--- config.mk ---
export PLATFORM = sky130hd
export DESIGN_NAME = chan_freq_regs
export DESIGN_NICKNAME = d
export VERILOG_FILES = /design/src/design/freq_sum.v /design/src/design/seq_div.v /design/src/design/chan_freq_regs.v
export VERILOG_INCLUDE_DIRS = /design/src /design/src/design
export SDC_FILE = /design/constraint.sdc
export NUM_CORES = 2
export LEC_CHECK = 0
export BUFFER_PORTS_ARGS = -buffer_cell sky130_fd_sc_hd__buf_2
export CAP_MARGIN = 25
export CORE_ASPECT_RATIO = 1.25
export CORE_MARGIN = 1
export CORE_UTILIZATION = 47
export DETAILED_ROUTE_END_ITERATION = 16
export PLACE_DENSITY = 0.72
export SETUP_SLACK_MARGIN = 0.1
export SLEW_MARGIN = 20
export SYNTH_ARGS = -nofsm -noshare
export SYNTH_HDL_FRONTEND = slang
export SYNTH_SLANG_ARGS = --single-unit
--- constraint.sdc ---
create_clock -name mclk_i -period 14.3 [get_ports mclk_i]
set_input_delay 1.43 -clock mclk_i [delete_from_list [all_inputs] [get_ports mclk_i]]
set_output_delay 1.43 -clock mclk_i [all_outputs]
set_load 0.01 [all_outputs]
--- src/design/chan_freq_defines.vh ---
// constants for the channel frequency configuration register set
// assumes a single 20 MHz clock and a register port with one-cycle strobes

`ifndef CHAN_FREQ_DEFINES_VH
`define CHAN_FREQ_DEFINES_VH

// ==========================================================
// register numbers
`define REG_RESET_ENABLE 8'h32
`define REG_GRID_SPACING 8'h34
`define REG_FCF_THZ 8'h35
`define REG_FCF_FRAC 8'h36
`define REG_IRQ_STATUS 8'h38
`define REG_IRQ_MASK 8'h39
`define REG_ERR_COND 8'h3a
`define REG_NV_CTRL 8'h3b
`define REG_LASER_THZ 8'h40
`define REG_LASER_FRAC 8'h41

// ==========================================================
// field positions
`define ENA_BIT 3
`define NV_SAVE_BIT 0
`define NV_RESTORE_BIT 1
`define IRQ_REJECT_BIT 0
`define IRQ_TUNE_DONE_BIT 1
`define IRQ_TUNE_DROP_BIT 2
`define IRQ_W 3

// ==========================================================
// error condition codes
`define ERR_NONE 4'h0
`define ERR_NOT_WRITABLE 4'h1
`define ERR_BAD_REGISTER 4'h2
`define ERR_OUTPUT_ON 4'h3

// ==========================================================
// arithmetic
`define FREQ_W 42
`define CNT_W 6
`define MHZ_PER_DECI 42'h00000000064
`define MHZ_PER_THZ 42'h000000f4240
`define DECI_PER_THZ 42'h00000002710
`define WORD_MAX 42'h0000000ffff

`endif

--- src/design/freq_sum.v ---
// sums the channel frequency terms in MHz, signed, registered on load
// assumes its inputs stand still on the load cycle; same clock as the caller
`timescale 1ns/1ns
`default_nettype none
`include "chan_freq_defines.vh"

module freq_sum (
   input wire mclk_i,
   input wire rst_n_i,
   input wire load_i,
   input wire [15:0] channel_i,
   input wire [15:0] grid_i,
   input wire [15:0] fcf_thz_i,
   input wire [15:0] fcf_frac_i,
   input wire [15:0] fine_tune_offset_i,
   output reg [`FREQ_W-1:0] sum_q,
   output reg neg_q
);
   // ==========================================================
   // terms, all widened before any product so nothing overflows
   wire signed [`FREQ_W-1:0] ch_m1;
   wire signed [`FREQ_W-1:0] grid_x;
   wire signed [`FREQ_W-1:0] step_mhz;
   wire signed [`FREQ_W-1:0] base_mhz;
   wire signed [`FREQ_W-1:0] ftf_x;
   wire signed [`FREQ_W-1:0] total;

   assign ch_m1 = $signed({{(`FREQ_W-16){1'b0}}, channel_i}) - $signed({{(`FREQ_W-1){1'b0}}, 1'b1});
   assign grid_x = {{(`FREQ_W-16){grid_i[15]}}, grid_i}; // spacing is signed
   assign step_mhz = ch_m1 * grid_x * $signed(`MHZ_PER_DECI);
   assign base_mhz = $signed({{(`FREQ_W-16){1'b0}}, fcf_thz_i}) * $signed(`MHZ_PER_THZ)
      + $signed({{(`FREQ_W-16){1'b0}}, fcf_frac_i}) * $signed(`MHZ_PER_DECI);
   assign ftf_x = {{(`FREQ_W-16){fine_tune_offset_i[15]}}, fine_tune_offset_i};
   assign total = step_mhz + base_mhz + ftf_x;

   // ==========================================================
   // capture; a negative total is flagged, the caller clamps it
   always @(posedge mclk_i or negedge rst_n_i) begin
      if (!rst_n_i) begin
         sum_q <= {`FREQ_W{1'b0}};
         neg_q <= 1'b0;
      end else if (load_i) begin
         sum_q <= total;
         neg_q <= total[`FREQ_W-1];
      end
   end
endmodule // freq_sum

`default_nettype wire

--- src/design/seq_div.v ---
// restoring unsigned divider, one quotient bit per clock
// assumes divisor is nonzero and well under 2**(W-1); start ignored while busy
`timescale 1ns/1ns
`default_nettype none
`include "chan_freq_defines.vh"

module seq_div #(
   parameter W = `FREQ_W
) (
   input wire mclk_i,
   input wire rst_n_i,
   input wire start_i,
   input wire [W-1:0] dividend_i,
   input wire [W-1:0] divisor_i,
   output reg busy_q,
   output reg done_q,
   output reg [W-1:0] quot_q,
   output reg [W-1:0] rem_q
);
   reg [W-1:0] div_q;
   reg [`CNT_W-1:0] cnt_q;
   wire [W-1:0] shifted;
   wire [W:0] trial;

   assign shifted = {rem_q[W-2:0], quot_q[W-1]};
   assign trial = {1'b0, shifted} - {1'b0, div_q};

   // ==========================================================
   // shift-subtract loop; slow but tiny, tuning is not time critical
   always @(posedge mclk_i or negedge rst_n_i) begin
      if (!rst_n_i) begin
         busy_q <= 1'b0;
         done_q <= 1'b0;
         quot_q <= {W{1'b0}};
         rem_q <= {W{1'b0}};
         div_q <= {W{1'b0}};
         cnt_q <= {`CNT_W{1'b0}};
      end else begin
         done_q <= 1'b0;
         if (!busy_q && start_i) begin
            quot_q <= dividend_i;
            rem_q <= {W{1'b0}};
            div_q <= divisor_i;
            cnt_q <= W[`CNT_W-1:0];
            busy_q <= 1'b1;
         end else if (busy_q) begin
            rem_q <= trial[W] ? shifted : trial[W-1:0];
            quot_q <= {quot_q[W-2:0], ~trial[W]};
            cnt_q <= cnt_q - 6'h01;
            if (cnt_q == 6'h01) begin
               busy_q <= 1'b0;
               done_q <= 1'b1;
            end
         end
      end
   end
endmodule // seq_div

`default_nettype wire

--- src/design/chan_freq_regs.v ---
// channel frequency configuration registers with tuning computation
// assumes a same-clock register master and a same-clock tuning engine
// that pulses tune_req_i with channel and fine tune offset held stable
`timescale 1ns/1ns
`default_nettype none
`include "chan_freq_defines.vh"

module chan_freq_regs #(
   parameter [15:0] GRID_DEFAULT = 16'h01f4,
   parameter [15:0] FCF_THZ_DEFAULT = 16'h00c2,
   parameter [15:0] FCF_FRAC_DEFAULT = 16'h06d6
) (
   input wire mclk_i,
   input wire rst_n_i,
   input wire [7:0] addr_i,
   input wire [15:0] wdata_i,
   input wire wr_i,
   input wire rd_i,
   output reg [15:0] rdata_o,
   output reg resp_valid_o,
   output reg resp_xe_o,
   output reg [3:0] resp_cond_o,
   input wire tune_req_i,
   input wire [15:0] channel_i,
   input wire [15:0] fine_tune_offset_i,
   output reg tune_busy_o,
   output reg output_enable_o,
   output reg [15:0] grid_spacing_o,
   output reg [15:0] first_channel_freq_thz_o,
   output reg [15:0] first_channel_freq_frac_o,
   output reg [15:0] laser_freq_thz_o,
   output reg [15:0] laser_freq_frac_o,
   output reg irq_o
);
   // ==========================================================
   // state machine codes
   localparam [1:0] ST_IDLE = 2'h0;
   localparam [1:0] ST_SUM = 2'h1;
   localparam [1:0] ST_DIV1 = 2'h2;
   localparam [1:0] ST_DIV2 = 2'h3;

   // ==========================================================
   // storage
   reg software_output_enable_q;
   reg [15:0] grid_q;
   reg [15:0] fcf_thz_q;
   reg [15:0] fcf_frac_q;
   reg [15:0] nv_grid_q;
   reg [15:0] nv_thz_q;
   reg [15:0] nv_frac_q;
   reg [15:0] lf_thz_q;
   reg [15:0] lf_frac_q;
   reg [`IRQ_W-1:0] irq_stat_q;
   reg [`IRQ_W-1:0] irq_mask_q;
   reg [3:0] err_cond_q;
   reg [1:0] state_q;
   reg sum_load_q;
   reg div_start_q;
   reg [`FREQ_W-1:0] div_a_q;
   reg [`FREQ_W-1:0] div_b_q;

   wire [`FREQ_W-1:0] sum_w;
   wire sum_neg_w;
   wire div_busy_w;
   wire div_done_w;
   wire [`FREQ_W-1:0] quot_w;
   wire [`FREQ_W-1:0] rem_w;

   // ==========================================================
   // arithmetic helpers
   freq_sum u_sum (
      .mclk_i(mclk_i),
      .rst_n_i(rst_n_i),
      .load_i(sum_load_q),
      .channel_i(channel_i),
      .grid_i(grid_q),
      .fcf_thz_i(fcf_thz_q),
      .fcf_frac_i(fcf_frac_q),
      .fine_tune_offset_i(fine_tune_offset_i),
      .sum_q(sum_w),
      .neg_q(sum_neg_w)
   );

   seq_div #(.W(`FREQ_W)) u_div (
      .mclk_i(mclk_i),
      .rst_n_i(rst_n_i),
      .start_i(div_start_q),
      .dividend_i(div_a_q),
      .divisor_i(div_b_q),
      .busy_q(div_busy_w),
      .done_q(div_done_w),
      .quot_q(quot_w),
      .rem_q(rem_w)
   );

   // ==========================================================
   // access decode
   wire is_cfg;
   wire cfg_wr_ok;
   wire nv_restore;
   wire wr_known;
   wire rd_known;
   reg [15:0] rd_mux;

   assign is_cfg = (addr_i == `REG_GRID_SPACING) || (addr_i == `REG_FCF_THZ)
      || (addr_i == `REG_FCF_FRAC);
   // config is frozen while the output is lit
   assign cfg_wr_ok = wr_i && is_cfg && !software_output_enable_q;
   assign nv_restore = wr_i && (addr_i == `REG_NV_CTRL) && wdata_i[`NV_RESTORE_BIT]
      && !software_output_enable_q;
   assign wr_known = (addr_i == `REG_RESET_ENABLE) || is_cfg || (addr_i == `REG_IRQ_MASK)
      || (addr_i == `REG_NV_CTRL);
   assign rd_known = wr_known || (addr_i == `REG_IRQ_STATUS) || (addr_i == `REG_ERR_COND)
      || (addr_i == `REG_LASER_THZ) || (addr_i == `REG_LASER_FRAC);

   // read multiplexer, unused upper bits read zero
   always @* begin
      rd_mux = 16'h0000;
      case (addr_i)
         `REG_RESET_ENABLE: rd_mux[`ENA_BIT] = software_output_enable_q;
         `REG_GRID_SPACING: rd_mux = grid_q;
         `REG_FCF_THZ: rd_mux = fcf_thz_q;
         `REG_FCF_FRAC: rd_mux = fcf_frac_q;
         `REG_IRQ_STATUS: rd_mux[`IRQ_W-1:0] = irq_stat_q;
         `REG_IRQ_MASK: rd_mux[`IRQ_W-1:0] = irq_mask_q;
         `REG_ERR_COND: rd_mux[3:0] = err_cond_q;
         `REG_LASER_THZ: rd_mux = lf_thz_q;
         `REG_LASER_FRAC: rd_mux = lf_frac_q;
         default: rd_mux = 16'h0000;
      endcase
   end

   // ==========================================================
   // response: one cycle after the strobe, data zero on any refusal
   always @(posedge mclk_i or negedge rst_n_i) begin
      if (!rst_n_i) begin
         rdata_o <= 16'h0000;
         resp_valid_o <= 1'b0;
         resp_xe_o <= 1'b0;
         resp_cond_o <= `ERR_NONE;
         err_cond_q <= `ERR_NONE;
      end else begin
         resp_valid_o <= wr_i || rd_i;
         rdata_o <= 16'h0000;
         resp_xe_o <= 1'b0;
         resp_cond_o <= `ERR_NONE;
         if (wr_i) begin
            if (!wr_known) begin
               resp_xe_o <= 1'b1;
               resp_cond_o <= rd_known ? `ERR_NOT_WRITABLE : `ERR_BAD_REGISTER;
               err_cond_q <= rd_known ? `ERR_NOT_WRITABLE : `ERR_BAD_REGISTER;
            end else if ((is_cfg || (addr_i == `REG_NV_CTRL && wdata_i[`NV_RESTORE_BIT]))
                         && software_output_enable_q) begin
               resp_xe_o <= 1'b1;
               resp_cond_o <= `ERR_OUTPUT_ON;
               err_cond_q <= `ERR_OUTPUT_ON;
            end else begin
               rdata_o <= wdata_i;
               err_cond_q <= `ERR_NONE;
            end
         end else if (rd_i) begin
            if (rd_known) begin
               rdata_o <= rd_mux;
               err_cond_q <= `ERR_NONE;
            end else begin
               resp_xe_o <= 1'b1;
               resp_cond_o <= `ERR_BAD_REGISTER;
               err_cond_q <= `ERR_BAD_REGISTER;
            end
         end
      end
   end

   // ==========================================================
   // output enable bit, written only through the reset/enable word
   always @(posedge mclk_i or negedge rst_n_i) begin
      if (!rst_n_i) begin
         software_output_enable_q <= 1'b0;
      end else if (wr_i && addr_i == `REG_RESET_ENABLE) begin
         software_output_enable_q <= wdata_i[`ENA_BIT];
      end
   end

   // ==========================================================
   // working configuration; each word stands alone so order is free
   always @(posedge mclk_i or negedge rst_n_i) begin
      if (!rst_n_i) begin
         grid_q <= GRID_DEFAULT;
         fcf_thz_q <= FCF_THZ_DEFAULT;
         fcf_frac_q <= FCF_FRAC_DEFAULT;
      end else if (nv_restore) begin
         grid_q <= nv_grid_q;
         fcf_thz_q <= nv_thz_q;
         fcf_frac_q <= nv_frac_q;
      end else if (cfg_wr_ok) begin
         // full 16-bit value kept as sent, no limit applied; only the spacing is signed
         if (addr_i == `REG_GRID_SPACING)
            grid_q <= wdata_i;
         if (addr_i == `REG_FCF_THZ)
            fcf_thz_q <= wdata_i;
         if (addr_i == `REG_FCF_FRAC)
            fcf_frac_q <= wdata_i;
      end
   end

   // ==========================================================
   // saved defaults; a true part backs these with flash, here they
   // survive a restore but not a power-on reset
   always @(posedge mclk_i or negedge rst_n_i) begin
      if (!rst_n_i) begin
         nv_grid_q <= GRID_DEFAULT;
         nv_thz_q <= FCF_THZ_DEFAULT;
         nv_frac_q <= FCF_FRAC_DEFAULT;
      end else if (wr_i && addr_i == `REG_NV_CTRL && wdata_i[`NV_SAVE_BIT]
                   && !wdata_i[`NV_RESTORE_BIT]) begin
         nv_grid_q <= grid_q;
         nv_thz_q <= fcf_thz_q;
         nv_frac_q <= fcf_frac_q;
      end
   end

   // ==========================================================
   // tuning sequence: sum in MHz, divide by 100, then by 10000
   always @(posedge mclk_i or negedge rst_n_i) begin
      if (!rst_n_i) begin
         state_q <= ST_IDLE;
         sum_load_q <= 1'b0;
         div_start_q <= 1'b0;
         div_a_q <= {`FREQ_W{1'b0}};
         div_b_q <= {`FREQ_W{1'b0}};
         lf_thz_q <= FCF_THZ_DEFAULT;
         lf_frac_q <= FCF_FRAC_DEFAULT;
      end else begin
         sum_load_q <= 1'b0;
         div_start_q <= 1'b0;
         case (state_q)
            ST_IDLE: begin
               if (tune_req_i) begin
                  sum_load_q <= 1'b1;
                  state_q <= ST_SUM;
               end
            end
            ST_SUM: begin
               // wait for the sum register, clamp below zero
               if (!sum_load_q) begin
                  div_a_q <= sum_neg_w ? {`FREQ_W{1'b0}} : sum_w;
                  div_b_q <= `MHZ_PER_DECI;
                  div_start_q <= 1'b1;
                  state_q <= ST_DIV1;
               end
            end
            ST_DIV1: begin
               if (div_done_w) begin
                  div_a_q <= quot_w;
                  div_b_q <= `DECI_PER_THZ;
                  div_start_q <= 1'b1;
                  state_q <= ST_DIV2;
               end
            end
            ST_DIV2: begin
               if (div_done_w) begin
                  // saturate an oversize THz figure rather than wrap
                  lf_thz_q <= (quot_w > `WORD_MAX) ? 16'hffff : quot_w[15:0];
                  lf_frac_q <= rem_w[15:0];
                  state_q <= ST_IDLE;
               end
            end
            default: state_q <= ST_IDLE;
         endcase
      end
   end

   wire tune_done = (state_q == ST_DIV2) && div_done_w;
   wire tune_drop = tune_req_i && (state_q != ST_IDLE);
   wire reject_evt = (wr_i && (!wr_known || ((is_cfg
      || (addr_i == `REG_NV_CTRL && wdata_i[`NV_RESTORE_BIT])) && software_output_enable_q)))
      || (rd_i && !rd_known);

   // ==========================================================
   // sticky events, cleared by reading; a new event beats the clear
   always @(posedge mclk_i or negedge rst_n_i) begin
      if (!rst_n_i) begin
         irq_stat_q <= {`IRQ_W{1'b0}};
         irq_mask_q <= {`IRQ_W{1'b0}};
      end else begin
         irq_stat_q <= ((rd_i && addr_i == `REG_IRQ_STATUS) ? {`IRQ_W{1'b0}} : irq_stat_q)
            | {tune_drop, tune_done, reject_evt};
         if (wr_i && addr_i == `REG_IRQ_MASK)
            irq_mask_q <= wdata_i[`IRQ_W-1:0];
      end
   end

   // ==========================================================
   // registered copies of state for the outside
   always @(posedge mclk_i or negedge rst_n_i) begin
      if (!rst_n_i) begin
         irq_o <= 1'b0;
         tune_busy_o <= 1'b0;
         output_enable_o <= 1'b0;
         grid_spacing_o <= GRID_DEFAULT;
         first_channel_freq_thz_o <= FCF_THZ_DEFAULT;
         first_channel_freq_frac_o <= FCF_FRAC_DEFAULT;
         laser_freq_thz_o <= FCF_THZ_DEFAULT;
         laser_freq_frac_o <= FCF_FRAC_DEFAULT;
      end else begin
         irq_o <= |(irq_stat_q & irq_mask_q);
         tune_busy_o <= (state_q != ST_IDLE);
         output_enable_o <= software_output_enable_q;
         grid_spacing_o <= grid_q;
         first_channel_freq_thz_o <= fcf_thz_q;
         first_channel_freq_frac_o <= fcf_frac_q;
         laser_freq_thz_o <= lf_thz_q;
         laser_freq_frac_o <= lf_frac_q;
      end
   end
endmodule // chan_freq_regs

`default_nettype wire

==> Word level (Yosys, flattened, before mapping) <==
Cells that the tools add are included.
{ "word_totals": {"reg_bits": 508, "in_bits": 61, "word_cells": 182} }
{ "op_classes": {"add_sub_neg": 6, "n_mul": 4, "magnitude_cmp": 1, "n_eq_ne": 18, "n_mux": 62, "bitwise": 3, "reduce_logical": 51} }
{ "op_table": {"columns": ["operator", "count"], "rows": [
  ["42-bit 2-to-1 mux", 7],
  ["16-bit 2-to-1 mux", 15],
  ["42-bit one-hot mux with 2 select lines", 2],
  ["41-bit 2-to-1 mux", 3],
  ["42-bit adder", 2],
  ["8-bit by 6-bit == test with 1-bit output, second input constant", 8],
  ["12-bit one-hot mux with 5 select lines", 1],
  ["42-bit by 42-bit subtractor with 43-bit output", 1],
  ["42-bit by 16-bit adder with 42-bit output", 1],
  ["42-bit by 16-bit > comparator with 1-bit output, second input constant", 1],
  ["42-bit by 6-bit multiplier with 40-bit output, second input constant", 1],
  ["17-bit by 16-bit multiplier with 33-bit output", 1],
  ["16-bit by 14-bit multiplier with 30-bit output, second input constant", 1],
  ["3-bit one-hot mux with 8 select lines", 1],
  ["16-bit by 5-bit multiplier with 21-bit output, second input constant", 1],
  ["2-bit 2-to-1 mux", 9],
  ["1-bit logical AND", 17],
  ["16-bit by 1-bit subtractor with 17-bit output, second input constant", 1],
  ["8-bit by 7-bit == test with 1-bit output, second input constant", 2],
  ["2-bit nonzero test", 8],
  ["1-bit 2-to-1 mux", 15],
  ["1-bit logical OR", 13],
  ["4-bit 2-to-1 mux", 3],
  ["6-bit 2-to-1 mux", 2],
  ["19 further kinds", 29]
]} }

==> Logic depth before layout (Yosys ltp) <==
{ "logic_depth": {"ltp_word": 14, "mapped_depth": 60, "mapped_depth_nobuf": 59} }

==> Cells and area by module <==
From an unflattened synthesis, not the netlist that was laid out.
{ "unflattened": {"hier_cells": 4710, "hier_area_um2": 44172.4} }
{ "modules_own_cells": {"columns": ["module", "instances", "cells_per_inst", "area_each_um2"], "rows": [
  ["freq_sum", 1, 2757, 24482.2],
  ["chan_freq_regs", 1, 995, 11487.3],
  ["seq_div", 1, 958, 8202.9]
]} }

==> Worst setup path before layout <==
No wires, ideal clock.
{ "synth_path": {"path_type": "input port to flip-flop", "start": "input port channel_i[10]", "end": "register u_sum.neg_q", "setup_ps": 77, "arrival_time_ps": 14190, "required_time_ps": 14223, "slack_ps": 33, "path_stages": 51, "n_path_buf": 3, "path_cell_list": "or4_1 or2_2 or4b_2 xnor2_1 clkbuf_1 nand2_1 fa_1 fa_1 fa_1 inv_1 fa_1 fa_1 inv_1 fa_1 inv_1 ha_1 clkbuf_1 a21o_1 [15 not listed] a221oi_1 o21bai_1 xnor2_1 fa_1 inv_1 ha_1 ha_1 clkbuf_1 a21oi_1 o21ai_0 a2111oi_0 o22ai_1 nand4b_1 o2111ai_1 a21o_1 a21oi_1 xnor3_1 a21oi_1"} }
{ "synth_via": {"elab_chain_cells": 5} }
{ "synth_lines": {"columns": ["item", "line", "text"], "rows": [
  ["start, declared", "chan_freq_regs.v:24", "input wire [15:0] channel_i,"],
  ["16-bit by 1-bit subtractor with 17-bit output", "freq_sum.v:28", "assign ch_m1 = $signed({{(`FREQ_W-16){1'b0}}, channel_i}) - $signed({{(`FREQ_W-1){1'b0}}, 1'b1});"],
  ["17-bit by 16-bit multiplier with 33-bit output", "freq_sum.v:30", "assign step_mhz = ch_m1 * grid_x * $signed(`MHZ_PER_DECI);"],
  ["42-bit by 6-bit multiplier with 40-bit output", "freq_sum.v:30", null],
  ["42-bit adder", "freq_sum.v:34", "assign total = step_mhz + base_mhz + ftf_x;"],
  ["42-bit by 16-bit adder with 42-bit output", "freq_sum.v:34", null],
  ["end signal, assigned", "freq_sum.v:44", "neg_q <= total[`FREQ_W-1];"],
  ["end, declared", "freq_sum.v:17", "output reg neg_q"]
]} }
Every way passes these cells.
A chain may end at the register's enable or synchronous reset.

==> Final worst setup path <==
{ "layout_path": {"start": "input port channel_i[2]", "end": "register u_sum.neg_q"} }
Same word-level chain as after synthesis.

==> metrics <==
main combinational cell family by area after synthesis=adder cells; Synth Area in Simple Gates=0.109; Die Area=86600 µm²; clock latency on the worst-skew pair=0.58 ns; IO Port Bufs=~160; post-layout util=0.530; GRT overflow=0; vias in the first global route=just over 30000; overall global routing resource usage=0.233; DR iter-0 viols=about 2300; H-tree depth=2; Nets=around 5300; Num CTS Buffers=40; vias per cell=5.54; CP arrival=14.08 ns; yosys warns=0; crit-path max FO=11; largest net degree at the start of global routing=between 150 and 200; Synth Area in Compound Gates=0.126; most used cell, CP=fa_1; Synth cell types=84; first-pass GRT wire length=about 160 mm; Avg WL per Cell=~18 µm; Critical Path Source Type=primary input; top post-synthesis cells by area=dfrtp_1, fa_1, ha_1, inv_1, dfstp_2; top cell type by total area after synthesis=dfrtp_1; Max Buffers Root-to-Sink=3; DRC=0; Achievable Freq=between 0.07 and 0.08 GHz; Root Buffer Master=clkbuf_16; Final Max Tran Viols=0; starting density of the core=0.475; relative slew slack=0.321; final setup fails=0; TritonCTS Sinks=~420; RSZ-0062 raised after global routing=false; Post-Synth XOR/XNOR Area=0.0427; fin crit share=0.951; layout cells sized above 1=0.140; Placement Rows=about 120; Synth Cell Area=roughly 40000 µm²; Final Hold Viols=0; total detailed-routing wirelength=between 100 and 150 mm; max incr delay on CP=between 0.6 and 0.7 ns; MaxCap Viol Count=0; GP Congestion=around 0.90; Worst-path clk slew=roughly 0.060 ns; Post-Synth Adder-Cell Area=0.340; Post-Synthesis Cells=~4100; Worst Path Required=approximately 15 ns; Placed Area=~43000 µm²; total number of vias=between 30000 and 40000; multiplexer area fraction after synthesis=0.0341; Chip Height=about 330 µm; sequential element share of the synthesized area=0.266; area delta synth->final=11.4%; Detailed Routing Iterations Pass 1=7; Die W=263 µm; fin crit period=around 14 ns; slowest stage cell, crit path=or4b_2; worst slew pin tran=~1.0 ns; share of the synthesized area in the top cell type=0.221; Post-synth EDFFs=0; Crit Path Category=primary input to flip-flop; post-route cell area=44700 µm²; prevailing post-synth register cell=dfrtp_1; Routed Antenna Nets=0; status=finished clean; initial antenna violation count=3; Critical Path End Type=flip-flop; Synth Register Bits=about 420; Top-Level Pins=roughly 170; Hold Crit Class=flip-flop to flip-flop; Setup Skew=around 0.024 ns; Avg Cell Area, Syn=between 9 and 10 µm²; FFs w/ async S/R, synth=1.00; hold buffers post-CTS=0; CTS tree=yes; hpwl dp=just under 80 mm; core area=between 80000 and 90000 µm²; fillers=approximately 7500
[per-stage QoR]
stage	cells	setup TNS (ns)	setup slack, ns	hold slack, ns
2_1_floorplan	4131	0	0.150	0.359
3_3_place_gp	5406	0	0.0631	0.367
3_5_place_dp	5407	-0.161	-0.161	0.371
4_1_cts	5480	0	0.391	0.380
5_1_grt	5484	0	0.0530	0.387
6_report	5484	0	0.698	0.379
[layout by cell type, fill, tap and decap left out, types with 68 or more instances in the layout]
master and instances:
fa_1 416, o21ai_0 145, and2_1 116, dfrtp_1 352
mux2_2 79, ha_1 424, nor2_1 174, buf_2 162
inv_1 726, nand2_1 339, buf_4 168, xnor2_1 117
dfstp_2 68, a21oi_1 231, a21o_1 81, xor2_1 73
[final cells by class]
type / instances / area [µm²] / share of cell area
Antenna cell: 1 / 2.50 / 0.0000560
Sequential cell: 423 / 10700 / 0.239
Timing Repair Buffer: 335 / 2160 / 0.0483
Inverter: 726 / 2730 / 0.0609
Multi-Input combinational cell: 2837 / 26400 / 0.590
Clock inverter: 20 / 317 / 0.00708
Tap cell: 1089 / 1360 / 0.0305
Clock buffer: 53 / 1100 / 0.0246
[kinds of logic after synthesis]
logic type | Yosys count
XOR/XNOR | 194
multiplexers | 127
AND/OR/NAND/NOR | 909
AO/OA/AOI/OAI | 764
flip-flops | 423
adder cells (fa/ha/maj) | 841
other | 1
buffers and inverters | 871
[cells in the mapped netlist (all sizes together) (48+ instances only)]
| cell type | count |
|---|---|
| dfstp | 68 |
| xor2 | 76 |
| nand2 | 342 |
| o21ai | 152 |
| clkbuf | 127 |
| nor2 | 177 |
| mux2 | 79 |
| mux2i | 48 |
| a21o | 81 |
| fa | 416 |
| ha | 425 |
| inv | 726 |
| xnor2 | 117 |
| a222oi | 58 |
| and2 | 118 |
| dfrtp | 355 |
| a21oi | 239 |
| nor2b | 59 |
[path summary, 6_finish.rpt]
kind | from | to | slack, ns | depth (start not counted)
max | channel_i[2] | u_sum.neg_q | 0.70 | 49
min | lf_frac_q[6] | laser_freq_frac_o[6] | 0.38 | 0
max reg2reg | grid_q[3] | u_sum.neg_q | 1.96 | 53
min reg2reg | lf_frac_q[6] | laser_freq_frac_o[6] | 0.38 | 0
max in group asynchronous | rst_n_i | nv_thz_q[12] | 11.12 | 3
min in group asynchronous | rst_n_i | u_div.rem_q[24] | 0.88 | 1
[per-layer routing]
layer | global-route usage | routed length [µm] | vias to the layer above
li1 | - | - | 14100
met1 | 0.279 | 39000 | 15300
met2 | 0.425 | 52500 | 802
met3 | 0.0201 | 4370 | 222
met4 | 0.104 | 4680 | 0
met5 | 0 | 0 | -
[sequential cells by signal (all words and copies together), names as in the netlist, 3 cells and up]
register / count
fcf_frac_q: 16
nv_frac_q: 16
grid_q: 16
rdata_o: 16
nv_thz_q: 16
first_channel_freq_thz_o: 16
div_a_q: 42
first_channel_freq_frac_o: 16
laser_freq_frac_o: 16
u_sum.sum_q: 41
irq_mask_q: 3
grid_spacing_o: 16
laser_freq_thz_o: 16
u_div.rem_q: 41
nv_grid_q: 16
u_div.quot_q: 42
irq_stat_q: 3
lf_thz_q: 16
u_div.cnt_q: 6
lf_frac_q: 16
fcf_thz_q: 16
[repair_timing]
item,CTS,global route
setup endpoints to repair,0,4
buffers inserted,0,2
resized for setup,0,28
hold endpoints to repair,0,0
[critical path, delay by kind of cell]
| kind | cells | cell delay, ns |
|---|---|---|
| fa+ha+maj | 13 | 5.26 |
| simple gates | 12 | 3.49 |
| compound gates | 11 | 2.07 |
| buf+inv | 9 | 0.92 |
| xor+xnor | 4 | 0.90 |
Power is left out: the tool's default activity adds up to more than one toggle a clock period on the data nets, which glitch-free logic cannot reach.
